--- config.mk ---
export PLATFORM = sky130hd
export DESIGN_NAME = dac5_ctrl
export DESIGN_NICKNAME = d
export VERILOG_FILES = /design/src/verilog/dac5_pkg.sv /design/src/verilog/dac5_if.sv /design/src/verilog/dac5_switch.sv /design/src/verilog/dac5_ctrl.sv
export SDC_FILE = /design/constraint.sdc
export NUM_CORES = 1
export LEC_CHECK = 0
export BUFFER_PORTS_ARGS = -buffer_cell sky130_fd_sc_hd__buf_2
export CORE_UTILIZATION = 40
export DETAILED_ROUTE_END_ITERATION = 10
export PLACE_DENSITY_LB_ADDON = 0.25
export SETUP_SLACK_MARGIN = 0.15
export SLEW_MARGIN = 30
export SYNTH_ARGS = -nofsm -noshare
export SYNTH_HDL_FRONTEND = slang
export SYNTH_SLANG_ARGS = --single-unit
--- constraint.sdc ---
create_clock -name clk_i -period 1.34 [get_ports clk_i]
set_input_delay 0.268 -clock clk_i [delete_from_list [all_inputs] [get_ports clk_i]]
set_output_delay 0.268 -clock clk_i [all_outputs]
set_load 0.02 [all_outputs]
--- src/verilog/dac5_pkg.sv ---
// Package with register map, field layout and encodings of the 5-bit converter control
package dac5_pkg;
	// ******************************
	// Register map
	// ******************************
	localparam logic [1:0] ADDR_CONTROL = 2'h0;
	localparam logic [1:0] ADDR_LEVEL = 2'h1;
	localparam logic [1:0] ADDR_PIN = 2'h2;
	localparam logic [1:0] ADDR_STATUS = 2'h3;

	// ******************************
	// Field positions
	// ******************************
	localparam int BIT_ENABLE = 7;
	localparam int BIT_PIN_OE = 5;
	localparam int BIT_PSS_HI = 3;
	localparam int BIT_PSS_LO = 2;
	localparam int BIT_NSS = 0;
	localparam int LEVEL_WIDTH = 5;
	localparam int TAP_COUNT = 32;

	localparam logic [7:0] CONTROL_MASK = 8'hAD;
	localparam logic [7:0] LEVEL_MASK = 8'h1F;
	localparam logic [7:0] CONTROL_RESET = 8'h00;
	localparam logic [4:0] LEVEL_RESET = 5'h00;
	localparam logic [7:0] READ_ZERO = 8'h00;

	// ******************************
	// Source selections
	// ******************************
	typedef enum logic [1:0] {
		POS_SUPPLY = 2'h0,
		POS_REF_PIN = 2'h1,
		POS_FIXED_REF = 2'h2,
		POS_RESERVED = 2'h3
	} pos_source_t;

	typedef enum logic {
		NEG_GROUND = 1'h0,
		NEG_REF_PIN = 1'h1
	} neg_source_t;
endpackage : dac5_pkg

--- src/verilog/dac5_if.sv ---
// Interface carrying ladder and pin-override controls between the register block and the switch driver
`timescale 1ns/1ps
interface dac5_if;
	logic enable;
	logic pin_oe;
	logic [1:0] pss;
	logic negative_source_select;
	logic [4:0] level;

	modport regs (output enable, output pin_oe, output pss, output negative_source_select, output level);
	modport drive (input enable, input pin_oe, input pss, input negative_source_select, input level);
endinterface : dac5_if

--- src/verilog/dac5_switch.sv ---
// Registered decoder of ladder tap, source switches and pin connection
`timescale 1ns/1ps
module dac5_switch
	import dac5_pkg::*;
(
	input wire logic clk_i,
	input wire logic rst_n_i,
	dac5_if.drive ctl,
	output logic [31:0] tap_sel_o,
	output logic [2:0] pos_sel_o,
	output logic [1:0] neg_sel_o,
	output logic ladder_on_o,
	output logic pin_connect_o,
	output logic internal_route_o
);
	import dac5_pkg::*;

	logic [31:0] next_tap;
	logic [2:0] next_pos;
	logic [1:0] next_neg;

	always_comb begin
		next_tap = '0;
		next_pos = '0;
		next_neg = '0;
		if (ctl.enable) begin
			next_tap[ctl.level] = 1'b1;
			case (pos_source_t'(ctl.pss))
				POS_SUPPLY: next_pos = 3'h1;
				POS_REF_PIN: next_pos = 3'h2;
				POS_FIXED_REF: next_pos = 3'h4;
				default: next_pos = 3'h0;
			endcase
			next_neg = (ctl.negative_source_select == NEG_REF_PIN) ? 2'h2 : 2'h1;
		end
	end

	always_ff @(posedge clk_i) begin
		if (!rst_n_i) begin
			tap_sel_o <= '0;
			pos_sel_o <= '0;
			neg_sel_o <= '0;
			ladder_on_o <= 1'b0;
			pin_connect_o <= 1'b0;
			internal_route_o <= 1'b0;
		end else begin
			tap_sel_o <= next_tap;
			pos_sel_o <= next_pos;
			neg_sel_o <= next_neg;
			ladder_on_o <= ctl.enable;
			pin_connect_o <= ctl.pin_oe;
			internal_route_o <= ctl.enable;
		end
	end
endmodule : dac5_switch

--- src/verilog/dac5_ctrl.sv ---
// Top of the 5-bit converter control: registers, pin override and ladder switching
`timescale 1ns/1ps
// Behaviour
// - Converter active only while enable set
// - Thirty-two levels from five-bit level field
// - Tap index equals the level code
// - Selectable positive and negative ladder ends
// - Output routed internally regardless of pin
// - Pin output enable connects voltage to pin
// - Pin enable forces driver and detector off
// - Pin read returns zero while pin analog
// - Positive select decode, code three reserved
// - Negative select: one pin, zero ground
// - Reset disables, disconnects, clears level
// - Sleep and wakeup keep control contents
module dac5_ctrl
	import dac5_pkg::*;
(
	input wire logic clk_i,
	input wire logic rst_n_i,
	input wire logic [1:0] addr_i,
	input wire logic [7:0] wdata_i,
	input wire logic wr_i,
	input wire logic rd_i,
	output logic [7:0] rdata_o,
	input wire logic port_out_i,
	input wire logic port_drive_i,
	input wire logic port_detect_en_i,
	input wire logic pin_in_i,
	input wire logic sleep_i,
	output logic pin_out_o,
	output logic pin_oe_o,
	output logic pin_detect_en_o,
	output logic [31:0] tap_sel_o,
	output logic [2:0] pos_sel_o,
	output logic [1:0] neg_sel_o,
	output logic ladder_on_o,
	output logic pin_connect_o,
	output logic internal_route_o
);
	import dac5_pkg::*;

	// ******************************
	// Registers
	// ******************************
	logic [7:0] control;
	logic [4:0] level;
	logic [7:0] next_control;
	logic [4:0] next_level;
	logic [7:0] next_rdata;
	logic pin_meta;
	logic pin_sync;
	logic next_pin_out;
	logic next_pin_oe;
	logic next_detect;

	// ******************************
	// Control bundle to the switch driver
	// ******************************
	dac5_if ctl_bus ();

	assign ctl_bus.enable = control[BIT_ENABLE];
	assign ctl_bus.pin_oe = control[BIT_PIN_OE];
	assign ctl_bus.pss = control[BIT_PSS_HI:BIT_PSS_LO];
	assign ctl_bus.negative_source_select = control[BIT_NSS];
	assign ctl_bus.level = level;

	// ******************************
	// Register write and read
	// ******************************
	always_comb begin
		next_control = control;
		next_level = level;
		// Sleep input deliberately not used: contents survive sleep and wake
		if (wr_i && addr_i == ADDR_CONTROL) begin
			next_control = wdata_i & CONTROL_MASK;
		end
		if (wr_i && addr_i == ADDR_LEVEL) begin
			next_level = wdata_i[LEVEL_WIDTH-1:0];
		end
	end

	always_comb begin
		next_rdata = READ_ZERO;
		if (rd_i) begin
			case (addr_i)
				ADDR_CONTROL: next_rdata = control;
				ADDR_LEVEL: next_rdata = {3'h0, level};
				ADDR_PIN: next_rdata = {7'h00, control[BIT_PIN_OE] ? 1'b0 : pin_sync};
				default: next_rdata = {7'h00, sleep_i};
			endcase
		end
	end

	// ******************************
	// Pin override
	// ******************************
	always_comb begin
		next_pin_out = port_out_i;
		next_pin_oe = port_drive_i;
		next_detect = port_detect_en_i;
		if (control[BIT_PIN_OE]) begin
			next_pin_out = 1'b0;
			next_pin_oe = 1'b0;
			next_detect = 1'b0;
		end
	end

	// ******************************
	// State registers
	// ******************************
	always_ff @(posedge clk_i) begin
		if (!rst_n_i) begin
			control <= CONTROL_RESET;
			level <= LEVEL_RESET;
			rdata_o <= READ_ZERO;
			pin_meta <= 1'b0;
			pin_sync <= 1'b0;
			pin_out_o <= 1'b0;
			pin_oe_o <= 1'b0;
			pin_detect_en_o <= 1'b0;
		end else begin
			control <= next_control;
			level <= next_level;
			rdata_o <= next_rdata;
			pin_meta <= pin_in_i;
			pin_sync <= pin_meta;
			pin_out_o <= next_pin_out;
			pin_oe_o <= next_pin_oe;
			pin_detect_en_o <= next_detect;
		end
	end

	// ******************************
	// Ladder switching
	// ******************************
	dac5_switch u_switch (
		.clk_i(clk_i),
		.rst_n_i(rst_n_i),
		.ctl(ctl_bus.drive),
		.tap_sel_o(tap_sel_o),
		.pos_sel_o(pos_sel_o),
		.neg_sel_o(neg_sel_o),
		.ladder_on_o(ladder_on_o),
		.pin_connect_o(pin_connect_o),
		.internal_route_o(internal_route_o)
	);

	// ******************************
	// Assertions
	// ******************************
	property p_off;
		@(posedge clk_i) disable iff (!rst_n_i) !control[BIT_ENABLE] |=> (tap_sel_o == '0 && !ladder_on_o);
	endproperty
	a_off: assert property (p_off) else $error("ladder active while disabled");

	property p_tap;
		@(posedge clk_i) disable iff (!rst_n_i) control[BIT_ENABLE] |=> tap_sel_o == (32'h1 << $past(level));
	endproperty
	a_tap: assert property (p_tap) else $error("tap does not match level");

	property p_level_write;
		@(posedge clk_i) disable iff (!rst_n_i)
			(wr_i && addr_i == ADDR_LEVEL && control[BIT_ENABLE]) ##1 control[BIT_ENABLE]
			|=> tap_sel_o == (32'h1 << $past(wdata_i[LEVEL_WIDTH-1:0], 2));
	endproperty
	a_level_write: assert property (p_level_write) else $error("level write not applied directly");

	property p_route;
		@(posedge clk_i) disable iff (!rst_n_i) ##1 internal_route_o == $past(control[BIT_ENABLE]);
	endproperty
	a_route: assert property (p_route) else $error("internal route wrong");

	property p_pin_conn;
		@(posedge clk_i) disable iff (!rst_n_i) $rose(control[BIT_PIN_OE]) |=> pin_connect_o;
	endproperty
	a_pin_conn: assert property (p_pin_conn) else $error("pin not connected");

	property p_override;
		@(posedge clk_i) disable iff (!rst_n_i) control[BIT_PIN_OE] |=> (!pin_oe_o && !pin_out_o && !pin_detect_en_o);
	endproperty
	a_override: assert property (p_override) else $error("pin driver not overridden");

	property p_read_zero;
		@(posedge clk_i) disable iff (!rst_n_i) (rd_i && addr_i == ADDR_PIN && control[BIT_PIN_OE]) |=> rdata_o == READ_ZERO;
	endproperty
	a_read_zero: assert property (p_read_zero) else $error("pin read not zero");

	property p_pos;
		@(posedge clk_i) disable iff (!rst_n_i)
			(control[BIT_ENABLE] && control[BIT_PSS_HI:BIT_PSS_LO] == POS_FIXED_REF) |=> pos_sel_o == 3'h4;
	endproperty
	a_pos: assert property (p_pos) else $error("positive source decode wrong");

	property p_neg;
		@(posedge clk_i) disable iff (!rst_n_i) (control[BIT_ENABLE] && control[BIT_NSS]) |=> neg_sel_o == 2'h2;
	endproperty
	a_neg: assert property (p_neg) else $error("negative source decode wrong");

	property p_mask;
		@(posedge clk_i) disable iff (!rst_n_i) (control & ~CONTROL_MASK) == READ_ZERO;
	endproperty
	a_mask: assert property (p_mask) else $error("unimplemented bit set");

	property p_reset;
		@(posedge clk_i) !rst_n_i |=> (control == CONTROL_RESET && level == LEVEL_RESET);
	endproperty
	a_reset: assert property (p_reset) else $error("reset did not clear control");

	// ******************************
	// Assertions: enable, tap and sleep
	// ******************************
	property p_tap_onehot;
		@(posedge clk_i) disable iff (!rst_n_i) control[BIT_ENABLE] |=> $onehot(tap_sel_o);
	endproperty
	a_tap_onehot: assert property (p_tap_onehot) else $error("tap select not one-hot");

	property p_ladder_on;
		@(posedge clk_i) disable iff (!rst_n_i) control[BIT_ENABLE] |=> (ladder_on_o && internal_route_o);
	endproperty
	a_ladder_on: assert property (p_ladder_on) else $error("ladder not on while enabled");

	property p_off_sources;
		@(posedge clk_i) disable iff (!rst_n_i) !control[BIT_ENABLE] |=> (pos_sel_o == '0 && neg_sel_o == '0);
	endproperty
	a_off_sources: assert property (p_off_sources) else $error("source switch closed while disabled");

	property p_sleep_run;
		@(posedge clk_i) disable iff (!rst_n_i) (control[BIT_ENABLE] && sleep_i) |=> ladder_on_o;
	endproperty
	a_sleep_run: assert property (p_sleep_run) else $error("ladder stopped during sleep");

	// ******************************
	// Assertions: source switches
	// ******************************
	property p_supply;
		@(posedge clk_i) disable iff (!rst_n_i)
			(control[BIT_ENABLE] && control[BIT_PSS_HI:BIT_PSS_LO] == POS_SUPPLY) |=> pos_sel_o == 3'h1;
	endproperty
	a_supply: assert property (p_supply) else $error("supply source decode wrong");

	property p_ref_pin;
		@(posedge clk_i) disable iff (!rst_n_i)
			(control[BIT_ENABLE] && control[BIT_PSS_HI:BIT_PSS_LO] == POS_REF_PIN) |=> pos_sel_o == 3'h2;
	endproperty
	a_ref_pin: assert property (p_ref_pin) else $error("reference pin source decode wrong");

	property p_reserved;
		@(posedge clk_i) disable iff (!rst_n_i)
			(control[BIT_ENABLE] && control[BIT_PSS_HI:BIT_PSS_LO] == POS_RESERVED) |=> pos_sel_o == '0;
	endproperty
	a_reserved: assert property (p_reserved) else $error("reserved source code closed a switch");

	property p_ground;
		@(posedge clk_i) disable iff (!rst_n_i)
			(control[BIT_ENABLE] && !control[BIT_NSS]) |=> neg_sel_o == 2'h1;
	endproperty
	a_ground: assert property (p_ground) else $error("ground source decode wrong");

	// ******************************
	// Assertions: analog pin
	// ******************************
	property p_pin_off;
		@(posedge clk_i) disable iff (!rst_n_i) !control[BIT_PIN_OE] |=> !pin_connect_o;
	endproperty
	a_pin_off: assert property (p_pin_off) else $error("pin still connected");

	// Sampled reset in the antecedent skips the edge on which reset is released
	property p_pin_free;
		@(posedge clk_i) disable iff (!rst_n_i) (rst_n_i && !control[BIT_PIN_OE]) |=> (pin_out_o == $past(port_out_i)
			&& pin_oe_o == $past(port_drive_i) && pin_detect_en_o == $past(port_detect_en_i));
	endproperty
	a_pin_free: assert property (p_pin_free) else $error("port signals not passed while pin digital");

	property p_read_live;
		@(posedge clk_i) disable iff (!rst_n_i)
			(rst_n_i && rd_i && addr_i == ADDR_PIN && !control[BIT_PIN_OE]) |=> rdata_o == {7'h00, $past(pin_sync)};
	endproperty
	a_read_live: assert property (p_read_live) else $error("pin read not live while pin digital");

	// ******************************
	// Assertions: registers and reset
	// ******************************
	property p_control_write;
		@(posedge clk_i) disable iff (!rst_n_i)
			(wr_i && addr_i == ADDR_CONTROL) |=> control == ($past(wdata_i) & CONTROL_MASK);
	endproperty
	a_control_write: assert property (p_control_write) else $error("control write not masked");

	property p_level_direct;
		@(posedge clk_i) disable iff (!rst_n_i)
			(wr_i && addr_i == ADDR_LEVEL) |=> level == $past(wdata_i[LEVEL_WIDTH-1:0]);
	endproperty
	a_level_direct: assert property (p_level_direct) else $error("level write not taken at once");

	property p_control_read;
		@(posedge clk_i) disable iff (!rst_n_i)
			(rd_i && addr_i == ADDR_CONTROL) |=> (rdata_o == $past(control) && (rdata_o & ~CONTROL_MASK) == READ_ZERO);
	endproperty
	a_control_read: assert property (p_control_read) else $error("control read wrong");

	property p_level_read;
		@(posedge clk_i) disable iff (!rst_n_i)
			(rd_i && addr_i == ADDR_LEVEL) |=> (rdata_o & ~LEVEL_MASK) == READ_ZERO;
	endproperty
	a_level_read: assert property (p_level_read) else $error("level read shows unused bits");

	property p_hold;
		@(posedge clk_i) disable iff (!rst_n_i) !(wr_i && addr_i == ADDR_CONTROL) |=> $stable(control);
	endproperty
	a_hold: assert property (p_hold) else $error("control changed without a write");

	property p_level_hold;
		@(posedge clk_i) disable iff (!rst_n_i) !(wr_i && addr_i == ADDR_LEVEL) |=> $stable(level);
	endproperty
	a_level_hold: assert property (p_level_hold) else $error("level changed without a write");

	property p_reset_outputs;
		@(posedge clk_i) !rst_n_i |=> (!pin_connect_o && !ladder_on_o && tap_sel_o == '0);
	endproperty
	a_reset_outputs: assert property (p_reset_outputs) else $error("reset left ladder or pin active");
endmodule : dac5_ctrl

# Word level (Yosys, flattened, before mapping)

Index checks and enable logic that the tools add are counted.

Register bits after elaboration: 62
Bits in latches: 0
RAM bits: 0
ROM bits: 0
Output and inout bits: 51
Memories kept: 0

$add $sub $neg: 0
Multiply operators: 0
Divide/modulo/power cells: 0
Magnitude comparators: 2
Equality and inequality tests: 4
Shift operators: 0
Mux-type cells: 6
Bitwise gates (word level): 1
Reductions and logical operators: 8

Operator list:

| operator                                                                             | number |
|---|---|
| 8-bit case mux with 3 select lines                                                   | 1 |
| 3-bit case mux with 3 select lines                                                   | 1 |
| 5-bit by 6-bit less-than comparator with 1-bit output (second input constant)        | 1 |
| 1-bit demux with 5-bit select                                                        | 1 |
| 5-bit by 1-bit greater-or-equal comparator with 1-bit output (second input constant) | 1 |
| 2-bit by 1-bit == test with 1-bit output (second input constant)                     | 2 |
| 2-bit == test (second input constant)                                                | 2 |
| 2-bit logical NOT                                                                    | 2 |
| 2-bit AND reduction                                                                  | 2 |
| 1-bit logical AND                                                                    | 3 |
| 1-bit 2-to-1 mux                                                                     | 2 |
| 2-bit 2-to-1 mux                                                                     | 1 |
| 2-bit OR reduction                                                                   | 1 |
| 1-bit NOT                                                                            | 1 |

# Depth between registers and ports, before layout

Gate-level depths: netlist (run 1).

Word-level depth: 4
Depth in mapped cells: 4

# Hierarchy

A second synthesis (run 1) with hierarchy kept.

Cells, all modules: 164
Area total of the unflattened synthesis: 1,865.5 µm²

By module, submodules not included:

| module      | times used | cells an instance | area each (µm²) | seq. area each (µm²) |
|---|---|---|---|---|
| dac5_switch | 1          | 94                | 1,063.5         | 780.7 |
| dac5_ctrl   | 1          | 70                | 802.0           | 440.4 |

# Worst setup path before layout (run 1)

OpenSTA, ideal clock, no wires.

Path kind: input port to flip-flop
From: input port addr_i[1]
To: register control[0]
Setup time: 0.116 ns
Arrival: 1.011 ns
Slack: 0.213 ns
Stages: 4
Buffers on the path: 1
Cells stage by stage: buf_2 nor3b_4 mux2i_1 nor2b_1

Word-level cells in the longest chain between the ends: 2

RTL lines:

| item                 | line             | source |
|---|---|---|
| from (decl)          | dac5_ctrl.sv:21  | `input wire logic [1:0] addr_i,` |
| 2-bit logical NOT    | dac5_ctrl.sv:75  | `if (wr_i && addr_i == ADDR_CONTROL) begin` |
| 1-bit logical AND    | dac5_ctrl.sv:75  |  |
| to (signal assigned) | dac5_ctrl.sv:123 | `control <= next_control;` |
| to (decl)            | dac5_ctrl.sv:46  | `logic [7:0] control;` |

No other way between the ends.
A chain may end at the register's enable or synchronous reset.

# Final worst setup path (run 1)

From: register u_switch.ladder_on_o
To: output port ladder_on_o

RTL lines:

| item                   | line              | source |
|---|---|---|
| from (decl)            | dac5_switch.sv:12 | `output logic ladder_on_o,` |
| from (signal assigned) | dac5_switch.sv:50 | `ladder_on_o <= ctl.enable;` |
| to (decl)              | dac5_ctrl.sv:37   | `output logic ladder_on_o,` |

No word-level cell between the ends.

==> results of run 1 <==
==> kinds of logic (layout without fill, tap and decap cells) <==
kind of cell,after synthesis,count (layout),synth area share
other,1,1,0.002026
flip-flops,61,61,0.6599
buffers and inverters,10,91,0.02772
multiplexers,12,12,0.06491
AND/OR/NAND/NOR,80,80,0.2333
AO/OA/AOI/OAI,3,3,0.01217
==> worst paths after layout <==
path	end	depth (start not counted)	from
worst max-delay path	ladder_on_o	1	u_switch.ladder_on_o
worst min register to register	pin_sync	1	pin_meta
worst max register to register	u_switch.tap_sel_o[10]	2	ctl_bus.level[3]
worst min-delay path	pin_out_o	2	port_out_i
==> per-layer routing <==
metal / routed length [um] / vias up / GRT usage
met4: 67 / 0 / 0.08000
met1: 1712 / 573 / 0.1994
met3: 291 / 8 / 0.08947
li1: - / 697 / -
met5: 0 / - / 0
met2: 1370 / 59 / 0.2179
==> sequential cells by signal, indices dropped and copies added, names as in the netlist <==
signal / flops
u_switch.pin_connect_o: 1
rdata_o: 7
pin_sync: 1
u_switch.tap_sel_o: 32
u_switch.pos_sel_o: 3
u_switch.neg_sel_o: 2
u_switch.ladder_on_o: 1
pin_detect_en_o: 1
pin_meta: 1
control: 5
pin_out_o: 1
ctl_bus.level: 5
pin_oe_o: 1
==> power groups by stage <==
stage,combinational [uW],clock (uW),sequential (uW)
final,155,1550,1850
after global routing,171,1670,1850
after CTS,155,1580,1850
after detailed placement,155,0,1890
after global placement,154,0,1890
after floorplan,84.6,0,1900
==> cells in the final DEF, fill, tap and decap left out <==
cell type and instances:
mux2i_1 12, clkinv_4 1, nand3b_1 6, or3_1 1, inv_1 1, and3_1 3, clkbuf_1 1, buf_2 67
nor3_1 3, and2_1 6, nor2b_1 12, buf_4 8, dfxtp_1 61, nand3_2 1, bufinv_16 1, clkbuf_8 10
clkinv_2 2, conb_1 1, or3_4 1, nand2_2 1, nor3b_1 2, nor2_1 36, nor3b_4 1, nand2_1 2
nand3_1 1, nor4b_1 2, or3b_2 2, a22oi_1 1, a211oi_1 2
==> final cells by class <==
type	count	share of cell area
clock buffers	11	0.05739
clock inverters	4	0.01981
inverters	1	0.001524
multi-input cells	96	0.2387
flip-flops and latches	61	0.4957
well taps	52	0.02641
repair buffers	75	0.1605
==> metrics by stage <==
stage	utilization	setup WS, ps
3_3_place_gp	0.5111	164.4
2_1_floorplan	-	212.8
4_1_cts	0.5541	201.0
3_5_place_dp	0.5111	156.4
5_1_grt	0.5581	141.6
6_report	0.5581	227.4
==> timing repair <==
action	CTS	global route
hold buffers	0	0
setup endpoints to repair	0	11
hold endpoints to repair	0	0
setup buffers	0	1
resized for setup	0	2
==> results.md, run 1 <==
- Avg Vias per Cell: 4.457
- Tot GR Track Use: 0.1593
- Cell Chain, Critical Path: buf_2
- Total power: 3554 uW
- CORE AREA: 4414 um2
- Max IR drop VDD: 0.7993 mV
- Post-DP HPWL: 2419 um
- Setup violations, final: 0
- Reg2reg setup slack: 250 ps
- NetSw: 748.1 uW
- Number of detailed-route iterations in the first pass: 4
- Delay-heaviest family, CP: flip-flops
- Syn Std Cell Area: 1851 um2
- Site Rows: 24
- Int Pwr: 2806 uW
- Bufs and invs on worst path: 1
- Final-layout fill cell count: 388
- Mapped Nets: 186
- Total Nets Final: 263
- Drt drc: 0
- Status: completed
- Hold Path Class: in2reg
- Htree depth: 3
- Clk Tree Root Cell: clkbuf_8
- Die W: 70.02 um
- Power Density: 1443 nW/um2
- Clock sink count: 61
- Max_cap viols: 0
- CP max-delay cell: dfxtp_1
- Grt ovf: 0
- Detailed Route WL: 3441 um
- Top post-synthesis cells by count: 61 x dfxtp_1, 36 x nor2_1, 12 x mux2i_1, 12 x nor2b_1
- Pins Over Slew Limit: 0
- Crit-path max FO: 2
- Sw frac: 0.2105
- Cell taking the most area after synthesis: dfxtp_1
- Fin crit share: 0.8303
- Ports: 70
- Startpoint Class: flop
- Clk slew on worst S/H paths: 60 ps
- Post-synth EDFFs: 0
- Final RePlAce weighted congestion: 0.7547
- Logic pwr share: 0.044
- Largest net degree at the start of global routing: 17
- Clk pwr share: 0.435
- Share of cells above drive strength 1: 0.3831
- Total area of sequential cells: 1221 um2
- Final Skew: 6.131 ps
- Flops & latches, synth: 61
- Worst path max stage delay: 350 ps
- Initial antenna violation count: 0
- RSZ-0062 raised after global routing: true
- Synth Flop Type: dfxtp_1
- Iter 0 DRT Violations: 44
- Top cells by area, synth: dfxtp_1 66%, nor2_1 7.3%, mux2i_1 6.5%, nor2b_1 4.1%, nand3b_1 2.4%
- Longest Clk Path Bufs: 2
- Die Height: 70.02 um
- Port bufs: 67
- CTS tree: done
- Critical path arrival: 840 ps
- Min cycle time layout: 1113 ps
- Multi-input gate area: 588.1 um2
- Final hold violation count: 0
- DP Cell Count: 284
- Sequential fraction of the synthesis area: 0.6599
- TritonCTS buffer count: 9
- Via count: 1337
- Seq pwr share: 0.521
- Post-Syn Instances: 167
- Fmax: 898.8 MHz
- Mean Syn Cell Area: 11.08 um2
- Synth top area share: 0.6599
- Leakage: 0.001176 uW
- Antenna Cells: 0
- Routed WL per cell: 11.47 um
- Critical path type: reg2out
- Initial Util: 0.4192
- Final Hold Slack: 132.0 ps
- Worst setup EP type: output port
- Die Area: 4902 um2
- Clk_lat worst skew: 330 ps
- Cell Area, Placed: 2256 um2
- Cell with the most instances after synthesis: dfxtp_1
- Synth cell types: 23
- Synth-to-Final Area Change: 33.13%
- Async SR Flop Fraction: 0
- Wire length of the first global-routing pass: 5664 um
- Vias in the first global route: 1203
- Worst EP required: 1070 ps
- Detail Route Antenna Nets: 0
- YS warnings: 0
- Final setup TNS: 0 ps
- Non-Filler Instances: 300
- Post-route cell area: 2464 um2
Power figures use the tool's default switching activity.
==> run 2, diff against run 1 <==
==> constraint.sdc (replaced) <==
create_clock -name clk_i -period 1 [get_ports clk_i]
set_input_delay 0.2 -clock clk_i [delete_from_list [all_inputs] [get_ports clk_i]]
set_output_delay 0.2 -clock clk_i [all_outputs]
set_load 0.02 [all_outputs]
==> results.md, run 2 (same netlist as run 1, synthesis figures left out) <==
- Max IR drop VDD: 1.180 mV
- Worst EP required: 1260 ps
- Initial antenna violation count: 0
- Worst slack, placed: -89.56 ps
- Sw frac: 0.2035
- Largest net degree at the start of global routing: 13
- Wire length of the first global-routing pass: 6161 um
- Fmax: 1003 MHz
- Delay-heaviest family, CP: flip-flops
- Crit-path max FO: 8
- Commonest non-fill, non-tap cells in the layout: 56 x buf_6, 54 x dfxtp_2, 25 x nor2_1
- Setup violations, final: 0
- Site Rows: 24
- Tot GR Track Use: 0.1669
- RSZ-0062 raised after global routing: true
- CTS tree: done
- Ports: 70
- R2R cell count: 6
- Detail Route Antenna Nets: 0
- Final Hold Slack: 67.96 ps
- Max_cap viols: 0
- Share of cells above drive strength 1: 0.7011
- Clk slew on worst S/H paths: 60 ps
- Met3 WL: 248 um
- Final worst slack: 3.204 ps
- Power Density: 1668 nW/um2
- Most common cell after layout, fill and taps aside: buf_6
- Via count: 1423
- CORE AREA: 4414 um2
- Pins Over Slew Limit: 0
- Initial Util: 0.4192
- Port bufs: 67
- Die W: 70.02 um
- Cell Chain, Critical Path: nand2_4 > buf_6 > inv_6 > nand3b_1 > buf_6 > nor2_1
- Clk Tree Root Cell: clkbuf_8
- Int Pwr: 4140 uW
- DR top layer: met4
- RR Startpoint: control[7]
- Detailed Route WL: 4090 um
- Non-Filler Instances: 313
- Number of detailed-route iterations in the first pass: 4
- Hold depth: 2
- Avg Vias per Cell: 4.546
- Worst path max stage delay: 350 ps
- Startpoint Class: flop
- Hold Path Class: in2reg
- Final RePlAce weighted congestion: 0.6780
- Die Height: 70.02 um
- Clock sink count: 61
- CP max-delay cell: dfxtp_2
- TritonCTS buffer count: 9
- Clk pwr share: 0.468
- Longest Clk Path Bufs: 2
- Vias in the first global route: 1394
- Largest regs: u_switch.tap_sel_o (32), rdata_o (7)
- Routed WL per cell: 13.07 um
- DR WL met2: 2048 um
- Fin crit share: 0.9968
- Bufs and invs on worst path: 3
- Final hold violation count: 0
- Seq pwr share: 0.478
- Final core utilization: 0.7061
- Cell mode on critical path: buf_6
- Hold Buf Count CTS: 0
- Hold_sp: port_detect_en_i
- Grt ovf: 0
- Top reg by flops: u_switch.tap_sel_o
- Critical path type: reg2reg
- Min cycle time layout: 996.8 ps
- NetSw: 1058 uW
- Max FFs per register: 32
- Synth-to-Final Area Change: 68.42%
- DP Cell Count: 294
- Reg-to-Reg End: u_switch.tap_sel_o[21]
- Total Nets Final: 275
- Final Skew: 3.467 ps
- Met1 Wirelength: 1743 um
- Status: completed
- Antenna Cells: 0
- Reg2reg setup slack: 3 ps
- Post-DP HPWL: 2568 um
- Die Area: 4902 um2
- Worst Hold End: pin_detect_en_o
- Iter 0 DRT Violations: 52
- Drt drc: 0
- Clk_lat worst skew: 330 ps
- Critical path arrival: 1260 ps
- Leakage: 0.001344 uW
- Logic pwr share: 0.054
- Worst setup EP type: flop
- Htree depth: 3
==> run 2: how the worst max path moves through the flow <==
| stage | start | end | slack [ps] | depth (start not counted) |
|---|---|---|---|---|
| detailed placement | control[7] | u_switch.tap_sel_o[29] | -90 | 5 |
| floorplan | addr_i[1] | control[7] | 4 | 4 |
| finish | control[7] | u_switch.tap_sel_o[21] | 3 | 6 |
| global placement | control[7] | u_switch.tap_sel_o[25] | -60 | 5 |
| CTS | u_switch.ladder_on_o | ladder_on_o | 2 | 1 |
| global route | control[7] | u_switch.tap_sel_o[13] | -50 | 6 |
==> run 2: repair_timing <==
action | 4_1_cts | 5_1_grt
resized for setup | 160 | 30
setup buffers | 2 | 1
endpoints found under the setup margin | 84 | 87
pin swaps | 25 | 5
==> run 2: through the flow <==
stage	setup TNS [ps]	power, uW	instance area, um2
after CTS	0	5208	3013
after floorplan	0	2676	1901
after global placement	-1638	2771	2352
final	0	5198	3117
after global routing	-564.6	5368	3117
after detailed placement	-2146	2774	2352
==> run 2: power by group through the flow <==
stage	clock network [uW]	logic [uW]	registers [uW]
after CTS	2460	265	2480
after floorplan	0	128	2550
after global routing	2580	302	2490
after detailed placement	0	240	2530
final	2430	280	2480
after global placement	0	238	2530
==> run 2: cell type report <==
class	instances	area, um2
timing repair buffer	87	820.8
multi-input combinational	96	700.7
inverter	1	8.758
clock buffer	12	155.1
tap	52	65.06
fill	319	1297
sequential	61	1296
clock inverter	4	70.07
==> run 2: layer usage <==
| layer | vias to the layer above | global-route usage |
|---|---|---|
| li1 | 719 | - |
| met1 | 643 | 0.1881 |
| met3 | 5 | 0.04906 |
| met4 | 0 | 0.1000 |
| met2 | 56 | 0.2778 |
| met5 | - | 0 |
